[config.mk]
export PLATFORM = sky130hd
export DESIGN_NAME = msrca_core
export DESIGN_NICKNAME = d
export VERILOG_FILES = /design/src/msrca_hregs.v /design/src/msrca_core.v
export VERILOG_INCLUDE_DIRS = /design/src
export SDC_FILE = /design/constraint.sdc
export NUM_CORES = 2
export LEC_CHECK = 0
export BUFFER_PORTS_ARGS = -buffer_cell sky130_fd_sc_hd__clkbuf_2
export CELL_PAD_IN_SITES_DETAIL_PLACEMENT = 1
export CELL_PAD_IN_SITES_GLOBAL_PLACEMENT = 1
export CORE_MARGIN = 2
export CORE_UTILIZATION = 25
export CTS_CLUSTER_SIZE = 40
export DETAILED_ROUTE_END_ITERATION = 8
export GPL_TIMING_DRIVEN = 1
export PLACE_DENSITY = 0.46
export SETUP_SLACK_MARGIN = 0.05
export SLEW_MARGIN = 10
export SYNTH_ARGS = -nofsm -noshare
export SYNTH_HDL_FRONTEND = slang
export SYNTH_SLANG_ARGS = --single-unit
[constraint.sdc]
create_clock -name clk_i -period 18.2 [get_ports clk_i]
set_input_delay 0 -clock clk_i [delete_from_list [all_inputs] [get_ports clk_i]]
set_output_delay 0 -clock clk_i [all_outputs]
set_load 0.05 [all_outputs]
[src/msrca_defines.vh]
// Constants for the serial slave coil and register access block.
`ifndef MSRCA_DEFINES_VH
`define MSRCA_DEFINES_VH

`define MSRCA_FC_RD_COILS  8'h01
`define MSRCA_FC_RD_REGS   8'h03
`define MSRCA_FC_WR_COIL   8'h05
`define MSRCA_FC_WR_REG    8'h06
`define MSRCA_FC_WR_COILS  8'h0F
`define MSRCA_FC_WR_REGS   8'h10

`define MSRCA_EX_ADDR      8'h40
`define MSRCA_EX_LEN       8'h41
`define MSRCA_EX_VAL       8'h42
`define MSRCA_EX_FUNC      8'h43
`define MSRCA_EX_NONE      8'h00
`define MSRCA_ERR_FLAG     8'h80

`define MSRCA_ADDR_BCAST   8'h00
`define MSRCA_COIL_ON      16'hFF00
`define MSRCA_COIL_OFF     16'h0000

`define MSRCA_IX_SA        9'h000
`define MSRCA_IX_FC        9'h001
`define MSRCA_IX_F2        9'h002
`define MSRCA_IX_F3        9'h003
`define MSRCA_IX_F4        9'h004
`define MSRCA_IX_F5        9'h005
`define MSRCA_IX_BC        9'h006
`define MSRCA_IX_DATA      9'h007
`define MSRCA_IX_MAX       9'h1FF
`define MSRCA_LAST_FIXED   9'h005
`define MSRCA_LAST_MULTI   9'h006
`define MSRCA_EXC_LEN      9'h003
`define MSRCA_ECHO_LEN     9'h006
`define MSRCA_RD_HDR_LEN   9'h003

`define MSRCA_COIL_RST     1'b0
`define MSRCA_REG_RST      16'h0000

`endif

[src/msrca_hregs.v]
// Holding register file with one write port and one read port.
`timescale 1ns/1ps
`default_nettype none
`include "msrca_defines.vh"
module msrca_hregs #(
  parameter NREGS = 16,
  parameter RAW   = 4
) (
  input  wire            clk_i,
  input  wire            rst_i,
  input  wire            we_i,
  input  wire [RAW-1:0]  waddr_i,
  input  wire [15:0]     wdata_i,
  input  wire [RAW-1:0]  raddr_i,
  output wire [15:0]     rdata_o
);
  reg  [15:0] mem [0:NREGS-1];

  genvar e;
  generate
    for (e = 0; e < NREGS; e = e + 1) begin : g_ent
      always @(posedge clk_i or posedge rst_i) begin
        if (rst_i) begin
          mem[e] <= `MSRCA_REG_RST;
        end else if (we_i && waddr_i == e) begin
          mem[e] <= wdata_i;
        end
      end
    end
  endgenerate

  // Reads past NREGS are not blocked here; the range check upstream only keeps their data out of replies.
  assign rdata_o = mem[raddr_i];
endmodule
`default_nettype wire

[src/msrca_core.v]
// Function-code handler for a serial slave with coils and holding registers.
`timescale 1ns/1ps
`default_nettype none
`include "msrca_defines.vh"
module msrca_core #(
  parameter NCOILS = 64,
  parameter NREGS  = 16,
  parameter RAW    = 4
) (
  input  wire              clk_i,
  input  wire              rst_i,
  input  wire [7:0]        node_addr_i,
  input  wire              rx_valid_i,
  input  wire [7:0]        rx_byte_i,
  input  wire              rx_last_i,
  output wire              rx_ready_o,
  output wire              tx_valid_o,
  output reg  [7:0]        tx_byte_o,
  output wire              tx_last_o,
  input  wire              tx_ready_i,
  output wire [NCOILS-1:0] coils_o,
  output reg               hr_wr_o,
  output reg  [15:0]       hr_addr_o,
  output reg  [15:0]       hr_data_o
);
  localparam [2:0] S_RX   = 3'h1;
  localparam [2:0] S_EVAL = 3'h2;
  localparam [2:0] S_TX   = 3'h4;
  localparam [16:0] NC17  = NCOILS;
  localparam [16:0] NR17  = NREGS;

  reg  [2:0]        state;
  reg  [8:0]        ix;
  reg  [8:0]        last_ix;
  reg  [7:0]        sa;
  reg  [7:0]        fc;
  reg  [7:0]        f2;
  reg  [7:0]        f3;
  reg  [7:0]        f4;
  reg  [7:0]        f5;
  reg  [7:0]        bc;
  reg  [7:0]        hi_b;
  reg  [7:0]        exc;
  reg  [7:0]        addr_s1;
  reg  [7:0]        addr_s2;
  reg  [8:0]        tix;
  reg  [8:0]        tlen;
  reg  [NCOILS-1:0] coils;
  wire [NCOILS-1:0] next_coils;
  reg  [7:0]        next_byte;
  reg  [7:0]        next_exc;

  // Query field decode.
  wire [15:0] start = {f2, f3};
  wire [15:0] qraw  = {f4, f5};
  wire is_rc = (fc == `MSRCA_FC_RD_COILS);
  wire is_rr = (fc == `MSRCA_FC_RD_REGS);
  wire is_c1 = (fc == `MSRCA_FC_WR_COIL);
  wire is_r1 = (fc == `MSRCA_FC_WR_REG);
  wire is_mc = (fc == `MSRCA_FC_WR_COILS);
  wire is_mr = (fc == `MSRCA_FC_WR_REGS);
  wire fc_ok = is_rc | is_rr | is_c1 | is_r1 | is_mc | is_mr;
  wire rd    = is_rc | is_rr;
  wire multi = is_mc | is_mr;
  wire coilsp = is_rc | is_c1 | is_mc;
  wire [15:0] qty = (is_c1 | is_r1) ? 16'h0001 : qraw;

  // Zero-based wire address: start plus count must stay inside the space.
  wire [16:0] endp    = {1'b0, start} + {1'b0, qty};
  wire [16:0] lim     = coilsp ? NC17 : NR17;
  wire        addr_ok = (endp <= lim);
  wire [16:0] q7      = {1'b0, qty} + 17'h00007;
  wire [8:0]  cbytes  = q7[11:3];
  wire [8:0]  rbytes  = {qty[7:0], 1'b0};
  wire [8:0]  dbytes  = coilsp ? cbytes : rbytes;
  wire val_ok = !is_c1 || qraw == `MSRCA_COIL_OFF ||
                qraw == `MSRCA_COIL_ON;
  wire bc_ok  = !multi || ({1'b0, bc} == dbytes);
  wire qty_ok = (qty != 16'h0000);
  wire hdr_ok = fc_ok & addr_ok & qty_ok & bc_ok & val_ok;
  wire [8:0] exp_last = multi ? (`MSRCA_LAST_MULTI + {1'b0, bc})
                              : `MSRCA_LAST_FIXED;
  wire len_ok = (last_ix == exp_last);

  wire bcast = (sa == `MSRCA_ADDR_BCAST);
  // The address pins are static, so a two-stage synchroniser on the whole
  // byte is safe; a skewed sample can only appear while the pins move.
  always @(posedge clk_i or posedge rst_i) begin
    if (rst_i) begin
      addr_s1 <= 8'h00;
      addr_s2 <= 8'h00;
    end else begin
      addr_s1 <= node_addr_i;
      addr_s2 <= addr_s1;
    end
  end
  wire mine  = (sa == addr_s2) & !bcast;
  wire ours  = mine | bcast;

  assign rx_ready_o = state[0];
  wire take = state[0] & rx_valid_i;

  // Multi writes act on each data byte as it arrives, once the header
  // is known good, so no frame buffer is needed.  A frame that turns out
  // too long still keeps the writes made from its leading bytes.
  wire [8:0] d    = ix - `MSRCA_IX_DATA;
  wire dstb = take & multi & ours & hdr_ok &
              (ix >= `MSRCA_IX_DATA) & (d < {1'b0, bc});
  wire cw_m = dstb & is_mc;
  wire rw_m = dstb & is_mr & d[0];

  // Single writes wait for the whole frame to be checked.
  wire ok_all = state[1] & ours & fc_ok & len_ok & hdr_ok;
  wire cw_1 = ok_all & is_c1;
  wire rw_1 = ok_all & is_r1;

  // Holding register write path, also passed out as a strobe.
  wire        we    = rw_m | rw_1;
  wire [15:0] waddr = rw_1 ? start : start + {8'h00, d[8:1]};
  wire [15:0] wdata = rw_1 ? qraw : {hi_b, rx_byte_i};

  // Transmit byte selection.
  wire [8:0]  nidx = state[1] ? 9'h000 : tix + 9'h001;
  wire [8:0]  kb   = nidx - `MSRCA_RD_HDR_LEN;
  wire [15:0] raddr = start + {8'h00, kb[8:1]};
  wire [15:0] rdata;
  wire [7:0]  cbyte;

  msrca_hregs #(
    .NREGS (NREGS),
    .RAW   (RAW)
  ) u_hregs (
    .clk_i   (clk_i),
    .rst_i   (rst_i),
    .we_i    (we),
    .waddr_i (waddr[RAW-1:0]),
    .wdata_i (wdata),
    .raddr_i (raddr[RAW-1:0]),
    .rdata_o (rdata)
  );

  genvar j;
  genvar b;
  generate
    for (j = 0; j < NCOILS; j = j + 1) begin : g_coil
      localparam [15:0] J16 = j;
      wire [15:0] off   = J16 - start;
      wire        hit_m = cw_m & (off < qty) &
                          (off[15:3] == {4'h0, d});
      wire        hit_1 = cw_1 & (off == 16'h0000);
      assign next_coils[j] = hit_1 ? (f4 == 8'hFF) :
                             hit_m ? rx_byte_i[off[2:0]] :
                             coils[j];
    end
    for (b = 0; b < 8; b = b + 1) begin : g_cbit
      localparam [15:0] B16 = b;
      wire [15:0]       rel = {4'h0, kb, 3'h0} + B16;
      wire [NCOILS-1:0] sh  = coils >> (start + rel);
      // Bits past the requested count read as zero.
      assign cbyte[b] = (rel < qty) ? sh[0] : 1'b0;
    end
  endgenerate

  always @(posedge clk_i or posedge rst_i) begin
    if (rst_i) begin
      coils <= {NCOILS{`MSRCA_COIL_RST}};
    end else begin
      coils <= next_coils;
    end
  end
  assign coils_o = coils;

  // Exception selection, in order of precedence.
  always @* begin
    if (!fc_ok) begin
      next_exc = `MSRCA_EX_FUNC;
    end else if (!len_ok) begin
      next_exc = `MSRCA_EX_LEN;
    end else if (!(qty_ok & bc_ok & val_ok)) begin
      next_exc = `MSRCA_EX_VAL;
    end else if (!addr_ok) begin
      next_exc = `MSRCA_EX_ADDR;
    end else begin
      next_exc = `MSRCA_EX_NONE;
    end
  end

  always @* begin
    next_byte = 8'h00;
    if (nidx == `MSRCA_IX_SA) begin
      next_byte = sa;
    end else if (exc != `MSRCA_EX_NONE) begin
      if (nidx == `MSRCA_IX_FC) begin
        next_byte = fc | `MSRCA_ERR_FLAG;
      end else begin
        next_byte = exc;
      end
    end else if (nidx == `MSRCA_IX_FC) begin
      next_byte = fc;
    end else if (rd) begin
      if (nidx == `MSRCA_IX_F2) begin
        next_byte = dbytes[7:0];
      end else if (is_rc) begin
        next_byte = cbyte;
      end else if (kb[0]) begin
        next_byte = rdata[7:0];
      end else begin
        next_byte = rdata[15:8];
      end
    end else begin
      case (nidx)
        `MSRCA_IX_F2: begin
          next_byte = f2;
        end
        `MSRCA_IX_F3: begin
          next_byte = f3;
        end
        `MSRCA_IX_F4: begin
          next_byte = f4;
        end
        default: begin
          next_byte = f5;
        end
      endcase
    end
  end

  assign tx_valid_o = state[2];
  assign tx_last_o  = state[2] & (tix == tlen - 9'h001);

  always @(posedge clk_i or posedge rst_i) begin
    if (rst_i) begin
      hr_wr_o   <= 1'b0;
      hr_addr_o <= 16'h0000;
      hr_data_o <= 16'h0000;
    end else begin
      hr_wr_o <= we;
      if (we) begin
        hr_addr_o <= waddr;
        hr_data_o <= wdata;
      end
    end
  end

  always @(posedge clk_i or posedge rst_i) begin
    if (rst_i) begin
      state     <= S_RX;
      ix        <= 9'h000;
      last_ix   <= 9'h000;
      sa        <= 8'h00;
      fc        <= 8'h00;
      f2        <= 8'h00;
      f3        <= 8'h00;
      f4        <= 8'h00;
      f5        <= 8'h00;
      bc        <= 8'h00;
      hi_b      <= 8'h00;
      exc       <= 8'h00;
      tix       <= 9'h000;
      tlen      <= 9'h000;
      tx_byte_o <= 8'h00;
    end else begin
      case (state)
        S_RX: begin
          if (take) begin
            if (ix != `MSRCA_IX_MAX) begin
              ix <= ix + 9'h001;
            end
            case (ix)
              `MSRCA_IX_SA: begin
                sa <= rx_byte_i;
                fc <= 8'h00;
              end
              `MSRCA_IX_FC: begin
                fc <= rx_byte_i;
              end
              `MSRCA_IX_F2: begin
                f2 <= rx_byte_i;
              end
              `MSRCA_IX_F3: begin
                f3 <= rx_byte_i;
              end
              `MSRCA_IX_F4: begin
                f4 <= rx_byte_i;
              end
              `MSRCA_IX_F5: begin
                f5 <= rx_byte_i;
              end
              `MSRCA_IX_BC: begin
                bc <= rx_byte_i;
              end
              default: begin
                if (!d[0]) begin
                  hi_b <= rx_byte_i;
                end
              end
            endcase
            if (rx_last_i) begin
              last_ix <= ix;
              ix      <= 9'h000;
              state   <= S_EVAL;
            end
          end
        end
        S_EVAL: begin
          exc <= next_exc;
          tix <= 9'h000;
          if (rd) begin
            tlen <= `MSRCA_RD_HDR_LEN + dbytes;
          end else begin
            tlen <= `MSRCA_ECHO_LEN;
          end
          if (next_exc != `MSRCA_EX_NONE) begin
            tlen <= `MSRCA_EXC_LEN;
          end
          tx_byte_o <= next_byte;
          // A broadcast never answers, which keeps slaves off each other.
          if (!mine) begin
            state <= S_RX;
          end else begin
            state <= S_TX;
          end
        end
        S_TX: begin
          if (tx_ready_i) begin
            if (tix == tlen - 9'h001) begin
              state <= S_RX;
            end else begin
              tix       <= tix + 9'h001;
              tx_byte_o <= next_byte;
            end
          end
        end
        default: begin
          state <= S_RX;
        end
      endcase
    end
  end
endmodule
`default_nettype wire

==> qor.tcl <==
set qor(grt_setup_unrepaired) {no}
set qor(drc) 0
set qor(die_area_sq_mm) 0.272
set qor(leakagePower_uw) 0.0329
set qor(die_width_microns) 522
set qor(holdWs_ns) 0.00188
set qor(ys.flop_type) {dfrtp_1}
set qor(yosys_warnings) 0
set qor(cts.sinks) 483
set qor(antenna_found_initial) 50
set qor(cp.buffers_inverters) 2
set qor(timing_worst_setup_path_type) {reg -> reg}
set qor(setup_total_negative_slack_ns) 0
set qor(fin_nets) 8732
set qor(postRouteAntennaNets) 0
set qor(commonest_non_fill_non_tap_cell_in_the_layout) {xnor2_1}
set qor(timing.critical_path.slowest_cell_delay_ns) 0.72
set qor(fraction_of_final_layout_cells_sized_beyond_drive_strength_1_pct) 13.3
set qor(clock-root-buffer) {clkbuf_16}
set qor(placeableCoreArea_sq_mm) 0.267
set qor(finalHoldViolations) 0
set qor(finalClockSkew_ns) 0.0502
set qor(cts_tree) {built}
set qor(count_of_placed_standard_cells_including_taps) 11303
set qor(synth-seq-cells) 483
set qor(via_count) 68180
set qor(drt_iter0_markers) 6548
set qor(async_reset_ff_share_pct) 100
set qor(crit_chain) {or3_1 -> or3_4 -> nand2_2 -> buf_4 -> ha_1 -> a21o_1 -> a21oi_1 -> nand2_1 -> xnor2_1 -> ha_1 -> nor2b_1 -> o221ai_1 -> a41oi_1 -> nor4_1 -> nand4_1 -> nor4_2 -> or3b_4 -> buf_4 -> or4_1 -> nor4_1 -> mux2i_1}
set qor(cell_type_of_the_slowest_stage_on_the_worst_timing_path) {or4_1}
set qor(timing.slew.headroom_pct) 4.03
set qor(grt.overflow.total) 0
set qor(number_of_clock_buffers_inserted_by_tritoncts) 59
set qor(gate_count_after_technology_mapping) 7831
set qor(timing.final.crit_share_pct) 47.2
set qor(clkTransAtPathRegs_ns) 0.07
set qor(ios) 129
set qor(syn_area_per_cell_sq_um) 8.55
set qor(synth_edf_count) 0
set qor(number_of_fillers_in_the_final_layout) 31346
set qor(synth.yosys.seq_area_share_pct) 18.1
set qor(place_congestion) 0.997
set qor(drv.max_cap_violation_count) 0
set qor(route.final.wire_length_mm) 430
set qor(synth.lib_cells_used.distinct) 106
set qor(status) {finished, final reports clean}
set qor(synth_largest_type_area_fraction_pct) 18.0
set qor(required_ns) 18.81
set qor(max_clock_freq_mhz) 117
set qor(power-per-cell-area_mw_per_mm2) 45.3
set qor(groute.usage.overall_pct) 30.6
set qor(wl_per_cell_microns) 37.5
set qor(cts.path.max_buffers) 3
set qor(drt-vias-per-instance) 5.95
set qor(power.ir.vdd_worst_v) 0.000113
set qor(finalWorstPathRequiredPeriod_ns) 8.58
set qor(post-route-util_pct) 28.1
set qor(synth_area_leaders) {dfrtp_1 18%, ha_1 16%, xnor2_1 13%, mux4_2 4.8%, mux2_2 4.2%}
set qor(grt_first_pass_wirelength_mm) 586
set qor(tightest_slew_ns) 1.42
set qor(syn_area_sq_mm) 0.0670
set qor(grt_pass1_vias) 68789
set qor(worst-path-max-fanout) 46
set qor(total_setup_violations_reported_at_the_end_of_the_flow) 0
set qor(port_buffers) 128
set qor(stdcell_count) 11456
set qor(startpoint_type_of_the_worst_setup_path) {flop}
set qor(die_height_microns) 522
set qor(drt-pass1-iter-count) 5
set qor(final-seq-area_sq_mm) 0.0121
set qor(fin_total_pwr_uw) 3400
set qor(htree_num_levels) 2
set qor(netlist.top_cell.by_area) {dfrtp_1}
set qor(worst_path_dominant_cell_family) {simple AND/OR/NAND/NOR gates}
set qor(cts-resized-gates) 0
set qor(pin_count_of_the_biggest_net_entering_global_routing) 128
set qor(timing.critical_path.arrival_ns) 9.20
set qor(floorplan.rows) 190
set qor(flow.area_growth_from_synthesis_pct) 12.2
set qor(hold_path.class) {in -> async}
set qor(drv_slew) 0
set qor(mostFrequentLayoutCells) {973 x xnor2_1, 854 x ha_1, 607 x nor2_1}
set qor(syn-num-nets) 8722
set qor(place_hpwl_mm) 310
set qor(setup.worst_path.end_class) {flop}
set qor(initial_utilization_pct) 25.1
set qor(insertion_delay_ns) 0.71
set qor(multi_input_comb_area_sq_mm) 0.0527
what timing repair did:
item                                   4_1_cts  5_1_grt
setup buffers                                0        0
hold buffers                                29        0
endpoints found under the hold margin      192        0
cell type report:
class,instances,area share (%)
inverters,188,0.956
diodes,17,0.0566
well taps,3552,5.91
flip-flops and latches,483,16.2
clock buffers,86,2.26
repair buffers,433,4.11
multi-input cells,6676,70.1
clock inverters,21,0.413
path summary, 6_finish.rpt:
| check | startpoint | slack, ns | endpoint | cells past startpoint |
|---|---|---|---|---|
| worst max register to register | fc[5]$_DFFE_PP0P_ | 9.62 | coils_o[60]$_DFFE_PP0P_ | 21 |
| worst max-delay path | fc[5]$_DFFE_PP0P_ | 9.62 | coils_o[60]$_DFFE_PP0P_ | 21 |
| min in group clk_i | rx_valid_i | 0.07 | ix[4]$_DFFE_PP0P_ | 4 |
| worst min register to register | addr_s1[3]$_DFF_PP0_ | 0.36 | addr_s2[3]$_DFF_PP0_ | 0 |
| worst min-delay path | rst_i | 0.002 | hr_addr_o[9]$_DFFE_PP0P_ | 3 |
| max in group asynchronous | rst_i | 15.04 | u_hregs.mem[245]$_DFFE_PP0P_ | 6 |
synthesized netlist by cell type (all sizes together), types with 15 or more instances:
master and count:
xnor2 984, ha 864, nor2 613, nand2 563, a21oi 519, dfrtp 482, clkbuf 309, xor2 296
o21ai 276, mux2 253, nand4 246, nor4 223, a21o 219, inv 181, buf 175, nor3 172
mux4 143, mux2i 140, nand3 140, nor2b 91, or4 79, nand2b 60, o211ai 54, o2111ai 51
a211oi 49, and2 47, and3 42, a31oi 41, o21a 39, a2111oi 38, or3 36, a21boi 25
o22ai 25, o31ai 22, nor4b 19, nor3b 18, a22o 17, a22oi 17, and4 17, or2 16
o32ai 15
per-layer routing:
| metal | part of all wire [%] | GRT usage [%] | wire length, microns |
|---|---|---|---|
| met5 | 0.056 | 0 | 242 |
| met4 | 8.0 | 20.2 | 34400 |
| met3 | 7.3 | 5.69 | 31200 |
| met2 | 43 | 47.3 | 185000 |
| met1 | 42 | 38.9 | 179000 |
per-stage QoR:
| stage | worst slack (ns) | instance area, sq um |
|---|---|---|
| floorplan | 4.72 | 67000 |
| global route | 9.25 | 75100 |
| finish | 9.62 | 75100 |
| global placement | 9.83 | 72800 |
| detailed placement | 9.88 | 72800 |
| CTS | 9.80 | 75100 |
flip-flops by register name, indices dropped and copies added (netlist names), 8 cells and up:
register	count
last_ix	9
sa	8
addr_s2	8
u_hregs.mem	256
f3	8
f2	8
bc	8
f4	8
hr_addr_o	16
f5	8
addr_s1	8
coils_o	64
fc	8
hi_b	8
tx_byte_o	8
tlen	9
tix	9
ix	9
hr_data_o	16
cell families after synthesis:
family                   after synthesis  synth area share, %
flip-flops                           483                 18.1
AO/OA/AOI/OAI                       1555                 15.2
XOR/XNOR                            1292                 17.1
multiplexers                         536                 11.2
adder cells (fa/ha/maj)              870                 16.3
AND/OR/NAND/NOR                     2423                 18.2
buffers and inverters                672                 3.90
report_power, final:
part	total [uW]	internal (uW)	leakage [uW]	switching (uW)
clock network	1270	719	0.000974	548
registers	1100	1080	0.00538	17.7
logic	1040	385	0.0265	654
worst reg2reg max path, cell delays in order, from the launching register on:
cell and delay (ns):
dfrtp_1 0.41, or3_1 0.55, or3_4 0.67, nand2_2 0.65, buf_4 0.53, ha_1 0.41
a21o_1 0.22, a21oi_1 0.25, nand2_1 0.11, xnor2_1 0.14, ha_1 0.32, nor2b_1 0.17
o221ai_1 0.17, a41oi_1 0.15, nor4_1 0.33, nand4_1 0.16, nor4_2 0.66, or3b_4 0.71
buf_4 0.43, or4_1 0.86, nor4_1 0.36, mux2i_1 0.24
No activity file was read; power rests on OpenSTA's default activity.
